## config.mk

```make
export PLATFORM = sky130hd
export DESIGN_NAME = fppg_top
export DESIGN_NICKNAME = d
export VERILOG_FILES = /design/src/rtl/fppg_hold_timer.v /design/src/rtl/fppg_top.v /design/src/rtl/fppg_work_bit.v
export VERILOG_INCLUDE_DIRS = /design/src /design/src/rtl
export SDC_FILE = /design/constraint.sdc
export NUM_CORES = 1
export LEC_CHECK = 0
export BUFFER_PORTS_ARGS = -buffer_cell sky130_fd_sc_hd__buf_2
export CAP_MARGIN = 20
export CORE_MARGIN = 1.5
export CORE_UTILIZATION = 50
export CTS_CLUSTER_DIAMETER = 30
export DETAILED_ROUTE_END_ITERATION = 10
export PLACE_DENSITY = 0.71
export SYNTH_ARGS = -nofsm -noshare
export SYNTH_HDL_FRONTEND = slang
export SYNTH_HIERARCHICAL = 1
export SYNTH_SLANG_ARGS = --single-unit
```

## constraint.sdc

```tcl
create_clock -name CLOCK -period 3.5 [get_ports CLOCK]
set_input_delay 0.7 -clock CLOCK [delete_from_list [all_inputs] [get_ports CLOCK]]
set_output_delay 0.7 -clock CLOCK [all_outputs]
set_load 0.05 [all_outputs]
```

## src/rtl/fppg_defs.vh

```
`ifndef FPPG_DEFS_VH
`define FPPG_DEFS_VH

// Register byte offsets.
`define FPPG_OFF_LOCK 8'h00
`define FPPG_OFF_PW_STORE 8'h04
`define FPPG_OFF_PW_INPUT 8'h08
`define FPPG_OFF_HOLD 8'h0C
`define FPPG_OFF_WORKBIT 8'h10
`define FPPG_OFF_ROUTE 8'h14
`define FPPG_OFF_STATUS 8'h18
`define FPPG_OFF_COND 8'h1C

// Lock register field positions.
`define FPPG_LOCK_OPADJ_LSB 0
`define FPPG_LOCK_INIT_LSB 2
`define FPPG_LOCK_CHANGE_BIT 4
`define FPPG_LOCK_FKEY_BIT 5

// Reset values.
`define FPPG_RST_LOCK 32'h00000000
`define FPPG_RST_PW 16'h0000
`define FPPG_RST_WORKBIT 32'h00001307
`define FPPG_RST_ROUTE 32'h00000000
`define FPPG_RST_COND 8'hFF

// Key-hold timing: hold time in milliseconds, counted in 1 ms ticks.
`define FPPG_HOLD_MS 16'h0BB8
`define FPPG_CLOCK_HZ 10000000
`define FPPG_TICK_MS 1
`define FPPG_TICK_CYCLES ((`FPPG_CLOCK_HZ / 1000) * `FPPG_TICK_MS)

// Work-bit input selection codes.
`define FPPG_SEL_OFF 5'h00
`define FPPG_SEL_ALARM1 5'h07
`define FPPG_SEL_RUN_INV 5'h13

// Output route codes.
`define FPPG_ROUTE_NONE 2'h0
`define FPPG_ROUTE_ALARM1 2'h1
`define FPPG_ROUTE_WORKBIT 2'h2
`define FPPG_ROUTE_CONTROL 2'h3

// AXI responses.
`define FPPG_RESP_OKAY 2'h0
`define FPPG_RESP_SLVERR 2'h2

`endif

```

## src/rtl/fppg_hold_timer.v

```verilog
`timescale 1ns/1ps
`include "fppg_defs.vh"

// Measures how long both entry keys stay pressed together.
module fppg_hold_timer #(
  parameter TICK_CYCLES = `FPPG_TICK_CYCLES
) (
  input wire clk,
  input wire rst,
  input wire keys_held,
  input wire [15:0] hold_ms,
  output reg reached
);
  reg [23:0] prescale;
  reg [15:0] elapsed;
  reg armed;

  // A release restarts the count; one pulse per continuous hold.
  always @(posedge clk)
  begin
    if (rst || !keys_held)
    begin
      prescale <= 24'h000000;
      elapsed <= 16'h0000;
      armed <= 1'b1;
      reached <= 1'b0;
    end
    else
    begin
      reached <= 1'b0;
      if (armed && elapsed >= hold_ms)
      begin
        reached <= 1'b1;
        armed <= 1'b0;
      end
      else if (prescale == TICK_CYCLES - 1)
      begin
        prescale <= 24'h000000;
        if (elapsed != 16'hFFFF)
          elapsed <= elapsed + 16'h0001;
      end
      else
        prescale <= prescale + 24'h000001;
    end
  end
endmodule

```

## src/rtl/fppg_top.v

```verilog
// The implementer's own choices: the AXI4-Lite interface to the registers and the register offsets.
`timescale 1ns/1ps
`include "fppg_defs.vh"

module fppg_top #(
  parameter TICK_CYCLES = `FPPG_TICK_CYCLES,
  parameter HAS_FKEY = 1,
  parameter NCOND = 8
) (
  input wire CLOCK,
  input wire RST,
  input wire KEY_LEVEL,
  input wire KEY_MODE,
  input wire ALARM1,
  input wire RUN,
  input wire CONTROL_OUT,
  input wire [NCOND-1:0] COND_MET,
  output reg IN_PROTECT,
  output reg SHOW_PW_PROMPT,
  output reg SHOW_LOCK_SETTINGS,
  output reg SHOW_PV,
  output reg SHOW_SP,
  output reg SP_EDITABLE,
  output reg [NCOND-1:0] SHOW_OTHER,
  output reg ADJ_ALLOWED,
  output reg INIT_ALLOWED,
  output reg COMM_ALLOWED,
  output reg ADV_ALLOWED,
  output reg KEY_CHANGE_ALLOWED,
  output reg FKEY_ALLOWED,
  output reg ALARM_PARAMS_ON,
  output reg OUT_CTRL1,
  output reg OUT_CTRL2,
  output reg OUT_AUX1,
  output reg OUT_AUX2,
  output reg OUT_AUX3,
  input wire [7:0] S_AXI_AWADDR,
  input wire S_AXI_AWVALID,
  output reg S_AXI_AWREADY,
  input wire [31:0] S_AXI_WDATA,
  input wire [3:0] S_AXI_WSTRB,
  input wire S_AXI_WVALID,
  output reg S_AXI_WREADY,
  output reg [1:0] S_AXI_BRESP,
  output reg S_AXI_BVALID,
  input wire S_AXI_BREADY,
  input wire [7:0] S_AXI_ARADDR,
  input wire S_AXI_ARVALID,
  output reg S_AXI_ARREADY,
  output reg [31:0] S_AXI_RDATA,
  output reg [1:0] S_AXI_RRESP,
  output reg S_AXI_RVALID,
  input wire S_AXI_RREADY
);
  localparam ST_OPER = 2'h0;
  localparam ST_PW = 2'h1;
  localparam ST_UNLOCKED = 2'h2;
  reg [1:0] state, next_state;
  reg [1:0] op_adjust_lock_level, init_comm_lock_level;
  reg change_lock, fkey_lock, pw_written;
  reg [15:0] protect_entry_password_store, protect_entry_password_input, hold_ms;
  reg [31:0] workbit_cfg;
  reg [9:0] route;
  reg [NCOND-1:0] cond_enable;
  wire hold_reached, work_bit, wr_fire, rd_fire, lock_writable;
  wire [31:0] wmask;

  fppg_hold_timer #(
    .TICK_CYCLES(TICK_CYCLES)
  ) u_hold (
    .clk(CLOCK),
    .rst(RST),
    .keys_held(KEY_LEVEL & KEY_MODE),
    .hold_ms(hold_ms),
    .reached(hold_reached)
  );

  fppg_work_bit u_work (
    .cfg(workbit_cfg),
    .alarm1(ALARM1),
    .run(RUN),
    .result(work_bit)
  );

  // Drives one output from its route code.
  function route_value;
    input [1:0] code;
    input a1;
    input wb;
    input ctl;
    begin
      case (code)
        `FPPG_ROUTE_ALARM1: route_value = a1;
        `FPPG_ROUTE_WORKBIT: route_value = wb;
        `FPPG_ROUTE_CONTROL: route_value = ctl;
        default: route_value = 1'b0;
      endcase
    end
  endfunction

  // Tells whether a route code counts as an alarm assignment.
  function is_alarm;
    input [1:0] code;
    begin
      is_alarm = (code == `FPPG_ROUTE_ALARM1) || (code == `FPPG_ROUTE_WORKBIT);
    end
  endfunction

  // Level sequencing between operation and protect levels.
  always @*
  begin
    next_state = state;
    case (state)
      ST_OPER:
        if (hold_reached)
          next_state = (protect_entry_password_store != 16'h0000) ? ST_PW : ST_UNLOCKED;
      ST_PW:
        if (hold_reached)
          next_state = ST_OPER;
        else if (pw_written && protect_entry_password_input == protect_entry_password_store)
          next_state = ST_UNLOCKED;
      ST_UNLOCKED:
        if (hold_reached)
          next_state = ST_OPER;
      default: next_state = ST_OPER;
    endcase
  end

  always @(posedge CLOCK)
  begin
    if (RST)
      state <= ST_OPER;
    else
      state <= next_state;
  end

  // AXI4-Lite handshakes: address and data are taken together, one at a time.
  assign wr_fire = S_AXI_AWVALID && S_AXI_WVALID && !S_AXI_BVALID && !S_AXI_AWREADY;
  assign rd_fire = S_AXI_ARVALID && !S_AXI_RVALID && !S_AXI_ARREADY;
  assign wmask = {{8{S_AXI_WSTRB[3]}}, {8{S_AXI_WSTRB[2]}},
                  {8{S_AXI_WSTRB[1]}}, {8{S_AXI_WSTRB[0]}}};
  // Lock settings change only from the unlocked protect level.
  assign lock_writable = (state == ST_UNLOCKED);

  always @(posedge CLOCK)
  begin
    if (RST)
    begin
      S_AXI_AWREADY <= 1'b0;
      S_AXI_WREADY <= 1'b0;
      S_AXI_BVALID <= 1'b0;
      S_AXI_BRESP <= `FPPG_RESP_OKAY;
      op_adjust_lock_level <= 2'h0;
      init_comm_lock_level <= 2'h0;
      change_lock <= 1'b0;
      fkey_lock <= 1'b0;
      protect_entry_password_store <= `FPPG_RST_PW;
      protect_entry_password_input <= `FPPG_RST_PW;
      pw_written <= 1'b0;
      hold_ms <= `FPPG_HOLD_MS;
      workbit_cfg <= `FPPG_RST_WORKBIT;
      route <= 10'h000;
      cond_enable <= {NCOND{1'b1}};
    end
    else
    begin
      S_AXI_AWREADY <= wr_fire;
      S_AXI_WREADY <= wr_fire;
      pw_written <= 1'b0;
      if (S_AXI_BVALID && S_AXI_BREADY)
        S_AXI_BVALID <= 1'b0;
      if (state == ST_OPER)
        protect_entry_password_input <= `FPPG_RST_PW;
      if (wr_fire)
      begin
        S_AXI_BVALID <= 1'b1;
        S_AXI_BRESP <= `FPPG_RESP_OKAY;
        case (S_AXI_AWADDR)
          `FPPG_OFF_LOCK:
            if (lock_writable && S_AXI_WSTRB[0])
            begin
              op_adjust_lock_level <= S_AXI_WDATA[`FPPG_LOCK_OPADJ_LSB +: 2];
              init_comm_lock_level <= S_AXI_WDATA[`FPPG_LOCK_INIT_LSB +: 2];
              change_lock <= S_AXI_WDATA[`FPPG_LOCK_CHANGE_BIT];
              fkey_lock <= (HAS_FKEY != 0) && S_AXI_WDATA[`FPPG_LOCK_FKEY_BIT];
            end
          `FPPG_OFF_PW_STORE:
            if (lock_writable)
              protect_entry_password_store <= (protect_entry_password_store & ~wmask[15:0])
                                              | (S_AXI_WDATA[15:0] & wmask[15:0]);
          `FPPG_OFF_PW_INPUT:
            if (state == ST_PW)
            begin
              protect_entry_password_input <= S_AXI_WDATA[15:0];
              pw_written <= 1'b1;
            end
          `FPPG_OFF_HOLD:
            hold_ms <= (hold_ms & ~wmask[15:0]) | (S_AXI_WDATA[15:0] & wmask[15:0]);
          `FPPG_OFF_WORKBIT:
            workbit_cfg <= (workbit_cfg & ~wmask) | (S_AXI_WDATA & wmask);
          `FPPG_OFF_ROUTE:
            route <= (route & ~wmask[9:0]) | (S_AXI_WDATA[9:0] & wmask[9:0]);
          `FPPG_OFF_COND:
            cond_enable <= S_AXI_WDATA[NCOND-1:0];
          `FPPG_OFF_STATUS:
            S_AXI_BRESP <= `FPPG_RESP_OKAY;
          default:
            S_AXI_BRESP <= `FPPG_RESP_SLVERR;
        endcase
      end
    end
  end

  // Read channel returns registers in the same cycle that the address is taken.
  always @(posedge CLOCK)
  begin
    if (RST)
    begin
      S_AXI_ARREADY <= 1'b0;
      S_AXI_RVALID <= 1'b0;
      S_AXI_RDATA <= 32'h00000000;
      S_AXI_RRESP <= `FPPG_RESP_OKAY;
    end
    else
    begin
      S_AXI_ARREADY <= rd_fire;
      if (S_AXI_RVALID && S_AXI_RREADY)
        S_AXI_RVALID <= 1'b0;
      if (rd_fire)
      begin
        S_AXI_RVALID <= 1'b1;
        S_AXI_RRESP <= `FPPG_RESP_OKAY;
        S_AXI_RDATA <= 32'h00000000;
        case (S_AXI_ARADDR)
          `FPPG_OFF_LOCK:
            if (state == ST_UNLOCKED)
              S_AXI_RDATA <= {26'h0, fkey_lock, change_lock,
                              init_comm_lock_level, op_adjust_lock_level};
          `FPPG_OFF_PW_STORE:
            if (state == ST_UNLOCKED)
              S_AXI_RDATA <= {{16{protect_entry_password_store[15]}},
                              protect_entry_password_store};
          `FPPG_OFF_PW_INPUT:
            S_AXI_RDATA <= 32'h00000000;
          `FPPG_OFF_HOLD:
            S_AXI_RDATA <= {16'h0000, hold_ms};
          `FPPG_OFF_WORKBIT:
            S_AXI_RDATA <= workbit_cfg;
          `FPPG_OFF_ROUTE:
            S_AXI_RDATA <= {22'h000000, route};
          `FPPG_OFF_STATUS:
            S_AXI_RDATA <= {23'h000000, work_bit, ALARM_PARAMS_ON,
                            SHOW_LOCK_SETTINGS, SHOW_PW_PROMPT, IN_PROTECT,
                            ADJ_ALLOWED, SP_EDITABLE, state};
          `FPPG_OFF_COND:
            S_AXI_RDATA <= {{(32-NCOND){1'b0}}, cond_enable};
          default:
            S_AXI_RRESP <= `FPPG_RESP_SLVERR;
        endcase
      end
    end
  end

  // Display gating and level moves; protection never alters stored values.
  always @(posedge CLOCK)
  begin
    if (RST)
    begin
      IN_PROTECT <= 1'b0;
      SHOW_PW_PROMPT <= 1'b0;
      SHOW_LOCK_SETTINGS <= 1'b0;
      SHOW_PV <= 1'b1;
      SHOW_SP <= 1'b1;
      SP_EDITABLE <= 1'b1;
      SHOW_OTHER <= {NCOND{1'b0}};
      ADJ_ALLOWED <= 1'b1;
      INIT_ALLOWED <= 1'b1;
      COMM_ALLOWED <= 1'b1;
      ADV_ALLOWED <= 1'b1;
      KEY_CHANGE_ALLOWED <= 1'b1;
      FKEY_ALLOWED <= (HAS_FKEY != 0);
      ALARM_PARAMS_ON <= 1'b0;
    end
    else
    begin
      IN_PROTECT <= (state != ST_OPER);
      SHOW_PW_PROMPT <= (state == ST_PW);
      SHOW_LOCK_SETTINGS <= (state == ST_UNLOCKED);
      SP_EDITABLE <= (op_adjust_lock_level != 2'h3) && !change_lock;
      SHOW_OTHER <= (op_adjust_lock_level >= 2'h2) ? {NCOND{1'b0}}
                    : (COND_MET & cond_enable);
      ADJ_ALLOWED <= (op_adjust_lock_level == 2'h0);
      INIT_ALLOWED <= (init_comm_lock_level < 2'h2);
      COMM_ALLOWED <= (init_comm_lock_level < 2'h2);
      ADV_ALLOWED <= (init_comm_lock_level == 2'h0);
      KEY_CHANGE_ALLOWED <= !change_lock;
      FKEY_ALLOWED <= (HAS_FKEY != 0) && !fkey_lock;
      ALARM_PARAMS_ON <= is_alarm(route[1:0]) || is_alarm(route[3:2]) ||
                         is_alarm(route[5:4]) || is_alarm(route[7:6]) ||
                         is_alarm(route[9:8]);
    end
  end

  // Output pins follow their routed sources.
  always @(posedge CLOCK)
  begin
    if (RST)
    begin
      OUT_CTRL1 <= 1'b0;
      OUT_CTRL2 <= 1'b0;
      OUT_AUX1 <= 1'b0;
      OUT_AUX2 <= 1'b0;
      OUT_AUX3 <= 1'b0;
    end
    else
    begin
      OUT_CTRL1 <= route_value(route[1:0], ALARM1, work_bit, CONTROL_OUT);
      OUT_CTRL2 <= route_value(route[3:2], ALARM1, work_bit, CONTROL_OUT);
      OUT_AUX1 <= route_value(route[5:4], ALARM1, work_bit, CONTROL_OUT);
      OUT_AUX2 <= route_value(route[7:6], ALARM1, work_bit, CONTROL_OUT);
      OUT_AUX3 <= route_value(route[9:8], ALARM1, work_bit, CONTROL_OUT);
    end
  end
endmodule

```

## src/rtl/fppg_work_bit.v

```verilog
`timescale 1ns/1ps
`include "fppg_defs.vh"

// Combines four selected inputs into one work bit: (A and B) or (C and D).
module fppg_work_bit (
  input wire [31:0] cfg,
  input wire alarm1,
  input wire run,
  output wire result
);
  // Maps a selection code to its source; unknown codes read as false.
  function pick;
    input [4:0] code;
    input a1;
    input r;
    begin
      case (code)
        `FPPG_SEL_OFF: pick = 1'b0;
        `FPPG_SEL_ALARM1: pick = a1;
        // The run/stop status is high in STOP, so its inverse is the RUN level.
        `FPPG_SEL_RUN_INV: pick = r;
        default: pick = 1'b0;
      endcase
    end
  endfunction

  wire in_a = pick(cfg[4:0], alarm1, run);
  wire in_b = pick(cfg[12:8], alarm1, run);
  wire in_c = pick(cfg[20:16], alarm1, run);
  wire in_d = pick(cfg[28:24], alarm1, run);

  // Alarm 1 with inverted run/stop passes alarm 1 only during RUN.
  assign result = (in_a & in_b) | (in_c & in_d);
endmodule

```

==> metrics.md <==
| Metric | Value |
|---|---|
| # clock sinks | 210 |
| Fraction of layout cells with a size suffix above 1 | 0.1972 |
| Switch Pwr | around 1.4 mW |
| Commonest non-fill, non-tap cell in the layout | dfxtp_1 |
| Clock Latency Late Sink | between 500 and 600 ps |
| Synthesis-stage register bit count | between 200 and 250 |
| RSZ-0062 raised after global routing | false |
| Worst reg2reg path depth | 9 |
| Die Ht | ~140 um |
| Setup TNS Final | 0 ps |
| Required time of the critical path | just under 4000 ps |
| Synth unique cells | 70 |
| CORE AREA | around 0.019 mm^2 |
| DR top layer | met4 |
| Port Buffers | about 130 |
| Worst IR drop on VDD | roughly 320 uV |
| H-tree Lvls | 2 |
| Io pins | approximately 140 |
| Switching share of power | 0.2111 |
| R2r endpoint | u_hold/prescale[13] |
| Post-CTS setup buffers | 0 |
| Hold Buf Count CTS | 0 |
| Leakage | roughly 5.0 nW |
| Setup slack, reg-to-reg | between 400 and 500 ps |
| Antenna violations before repair | 0 |
| Area delta synth->final | 23.19% |
| Initial core utilization | 0.5089 |
| Vias in the first global route | 8300 |
| Util after Layout | 0.6269 |
| Gr ovfl total | 0 |
| Status | completed |
| WP buf/inv | 2 |
| Post-synthesis sequential area ratio | 0.4259 |
| Seq pwr share | 0.354 |
| Drt pass-1 iters | 6 |
| Startpoint type of the worst setup path | flop |
| Reg2reg start | u_hold/elapsed[0] |
| CTS resizes | 0 |
| Final #Nets | roughly 1400 |
| CP Capture Type | flop |
| Worst path top cell family by delay | compound AO/OA/AOI/OAI gates |
| Cell area after synthesis | about 0.0099 mm^2 |
| Period utilization | 0.8698 |
| Predominant post-synthesis flop cell | dfxtp_1 |
| GRT Total Usage | 0.2658 |
| Clk_skew | between 15 and 20 ps |
| Synthesis Warnings | 6 |
| Clock root cell | clkbuf_16 |
| Die W | approximately 140 um |
| Drt total wl | 27.61 mm |
| MaxCap Viol Count | 0 |
| Power density over the cells | around 560 mW/mm^2 |
| Initial DRC count | 659 |
| Slew HR | 0.4659 |
| Wire per inst | between 15 and 20 um |
| Hold depth | 3 |
| Vias per inst | just under 6 |
| Final-report setup violation count | 0 |
| Slew Limit Fails | 0 |
| DRC violations left | 0 |
| Arrival time at the worst endpoint | 3480 ps |
| Mapped Avg Cell Area | between 8 and 9 um^2 |
| WL met3 | around 2.1 mm |
| Max FO, Critical Path | between 60 and 70 |
| CTS Buf Count | between 40 and 50 |
| CP Cell Sequence | inv_1 > ha_1 > nand2b_1 > a2111oi_0 > nor4_1 > o31a_2 > buf_12 > or4_1 > a21oi_1 |
| Std-Cell Rows | 51 |
| Clock slew seen by the registers of the worst setup and hold paths | around 50 ps |
| Wl on met1 | about 12 mm |
| Detailed placement HPWL | roughly 19 mm |
| Combinational cell fraction of total power | 0.037 |
| Largest net degree at the start of global routing | between 70 and 80 |
| CP peak stage delay | ~580 ps |
| CP max-delay cell | a2111oi_0 |
| P_int | approximately 5.4 mW |
| GP Congestion | around 0.94 |
| CTS tree | done |
| Clock Path Buffers | 3 |
| Most frequent cells in the layout | dfxtp_1, buf_2, nand2_1, a21oi_1, nor2_1 |
| Fill cells | ~1700 |
| Diodes inserted | 0 |
| Asr flop ratio synth | 0 |
| Hold WC Path Type | input pin to flop |
| Wire length on met2 | between 10 and 15 mm |
| Die footprint | 0.02060 mm^2 |
| Via count | between 8000 and 9000 |
| Clock power frac | 0.610 |
| Final non-filler cell total | 1543 |
| Worst hold start | S_AXI_WDATA[25] |
| Crit path kind | flop to flop |
| Post-synth EDFFs | 0 |
| Final Hold Vio Count | 0 |
| Placed Cells | 1469 |
| Post-Synthesis Cells | roughly 1100 |
| Final critical-path required period | between 3000 and 4000 ps |
| Max Clk Rate | ~0.33 GHz |
| Final ANT Viol Nets | 0 |
| First-pass GRT wire length | 43.10 mm |
| Slew @ Worst Pin | between 700 and 800 ps |
-- stage by stage --
stage                     worst slack, ps  hold slack, ps  total power, mW  area [um^2]
after floorplan                     839.0           380.5            2.598         9879
after global placement              407.9           404.1            2.705        10670
after detailed placement            360.7           405.3            2.705        10670
after CTS                           282.4           409.3            6.857        12140
after global routing                256.7           411.5            7.000        12160
final                               455.6           420.6            6.822        12160
-- power by group through the flow --
stage / clock [mW] / combinational [mW] / sequential (mW)
floorplan: 0 / 0.105 / 2.49
global placement: 0 / 0.246 / 2.46
detailed placement: 0 / 0.245 / 2.46
CTS: 4.20 / 0.246 / 2.41
finish: 4.16 / 0.249 / 2.41
global route: 4.32 / 0.264 / 2.41
-- cell usage after synthesis, types with 6 or more instances --
cell	n	area, um^2
o21ai_0	48	240.2
or4_4	6	67.56
or4_1	14	105.1
mux2i_1	55	550.5
nand3_1	37	185.2
a21oi_1	101	505.5
buf_2	15	75.07
a211o_1	13	113.9
nor3b_1	10	75.07
o31ai_1	18	135.1
a21boi_0	6	45.04
buf_4	8	60.06
inv_1	39	146.4
nand2b_1	11	68.82
or3_1	26	162.7
xor2_1	15	131.4
dfxtp_1	210	4204
clkbuf_1	35	131.4
and3_1	26	162.7
and2_1	6	37.54
nand2_1	101	379.1
nor4_1	11	68.82
a31oi_1	8	50.05
nor3_1	27	135.1
nor2_1	100	375.4
mux2_2	10	112.6
a22o_1	11	96.34
a22oi_1	13	97.59
buf_1	6	22.52
nand4_1	13	81.33
ha_1	38	475.5
-- worst max path at each step --
stage	from	to	slack [ps]	depth (start not counted)
after floorplan	flop	u_hold/prescale[16]	840	10
after global placement	u_hold/elapsed[0]	u_hold/prescale[17]	410	8
after detailed placement	u_hold/elapsed[0]	u_hold/elapsed[9]	360	8
after CTS	u_hold/elapsed[0]	u_hold/prescale[13]	280	8
after global routing	u_hold/elapsed[0]	u_hold/elapsed[5]	260	9
final	u_hold/elapsed[0]	u_hold/prescale[13]	460	9
-- worst register-to-register path: stages, from the launching register on --
cell       delay [ps]
dfxtp_1           420
inv_1              80
ha_1              260
nand2b_1          130
a2111oi_0         580
nor4_1            160
o31a_2            400
buf_12            210
or4_1             560
a21oi_1           170
-- cells by family after synthesis --
logic type | Yosys count | synth area share
DFF | 210 | 0.4259
AOI/OAI and AO/OA | 256 | 0.1627
buffers and inverters | 107 | 0.04867
adders and majority gates | 38 | 0.04816
muxes | 67 | 0.07174
other | 2 | 0.0007607
xor gates and xnor gates | 17 | 0.01508
and+or+nand+nor | 424 | 0.2270
-- layer usage --
| metal | global-route usage | vias to the layer above |
|---|---|---|
| met2 | 0.4168 | 352 |
| met5 | 0 | - |
| li1 | - | 4309 |
| met3 | 0.05365 | 77 |
| met4 | 0.1246 | 0 |
| met1 | 0.3509 | 4174 |
-- area by class of cell --
type                    count  area [um^2]  area share
well taps                 265        331.6     0.02726
clock buffers              56         1164     0.09568
repair buffers            150        805.8     0.06625
clock inverters            17        309.0     0.02541
flip-flops and latches    210         4204      0.3457
inverters                  39        146.4     0.01204
multi-input cells         806         5201      0.4277
(Power assumes the default switching activity.)
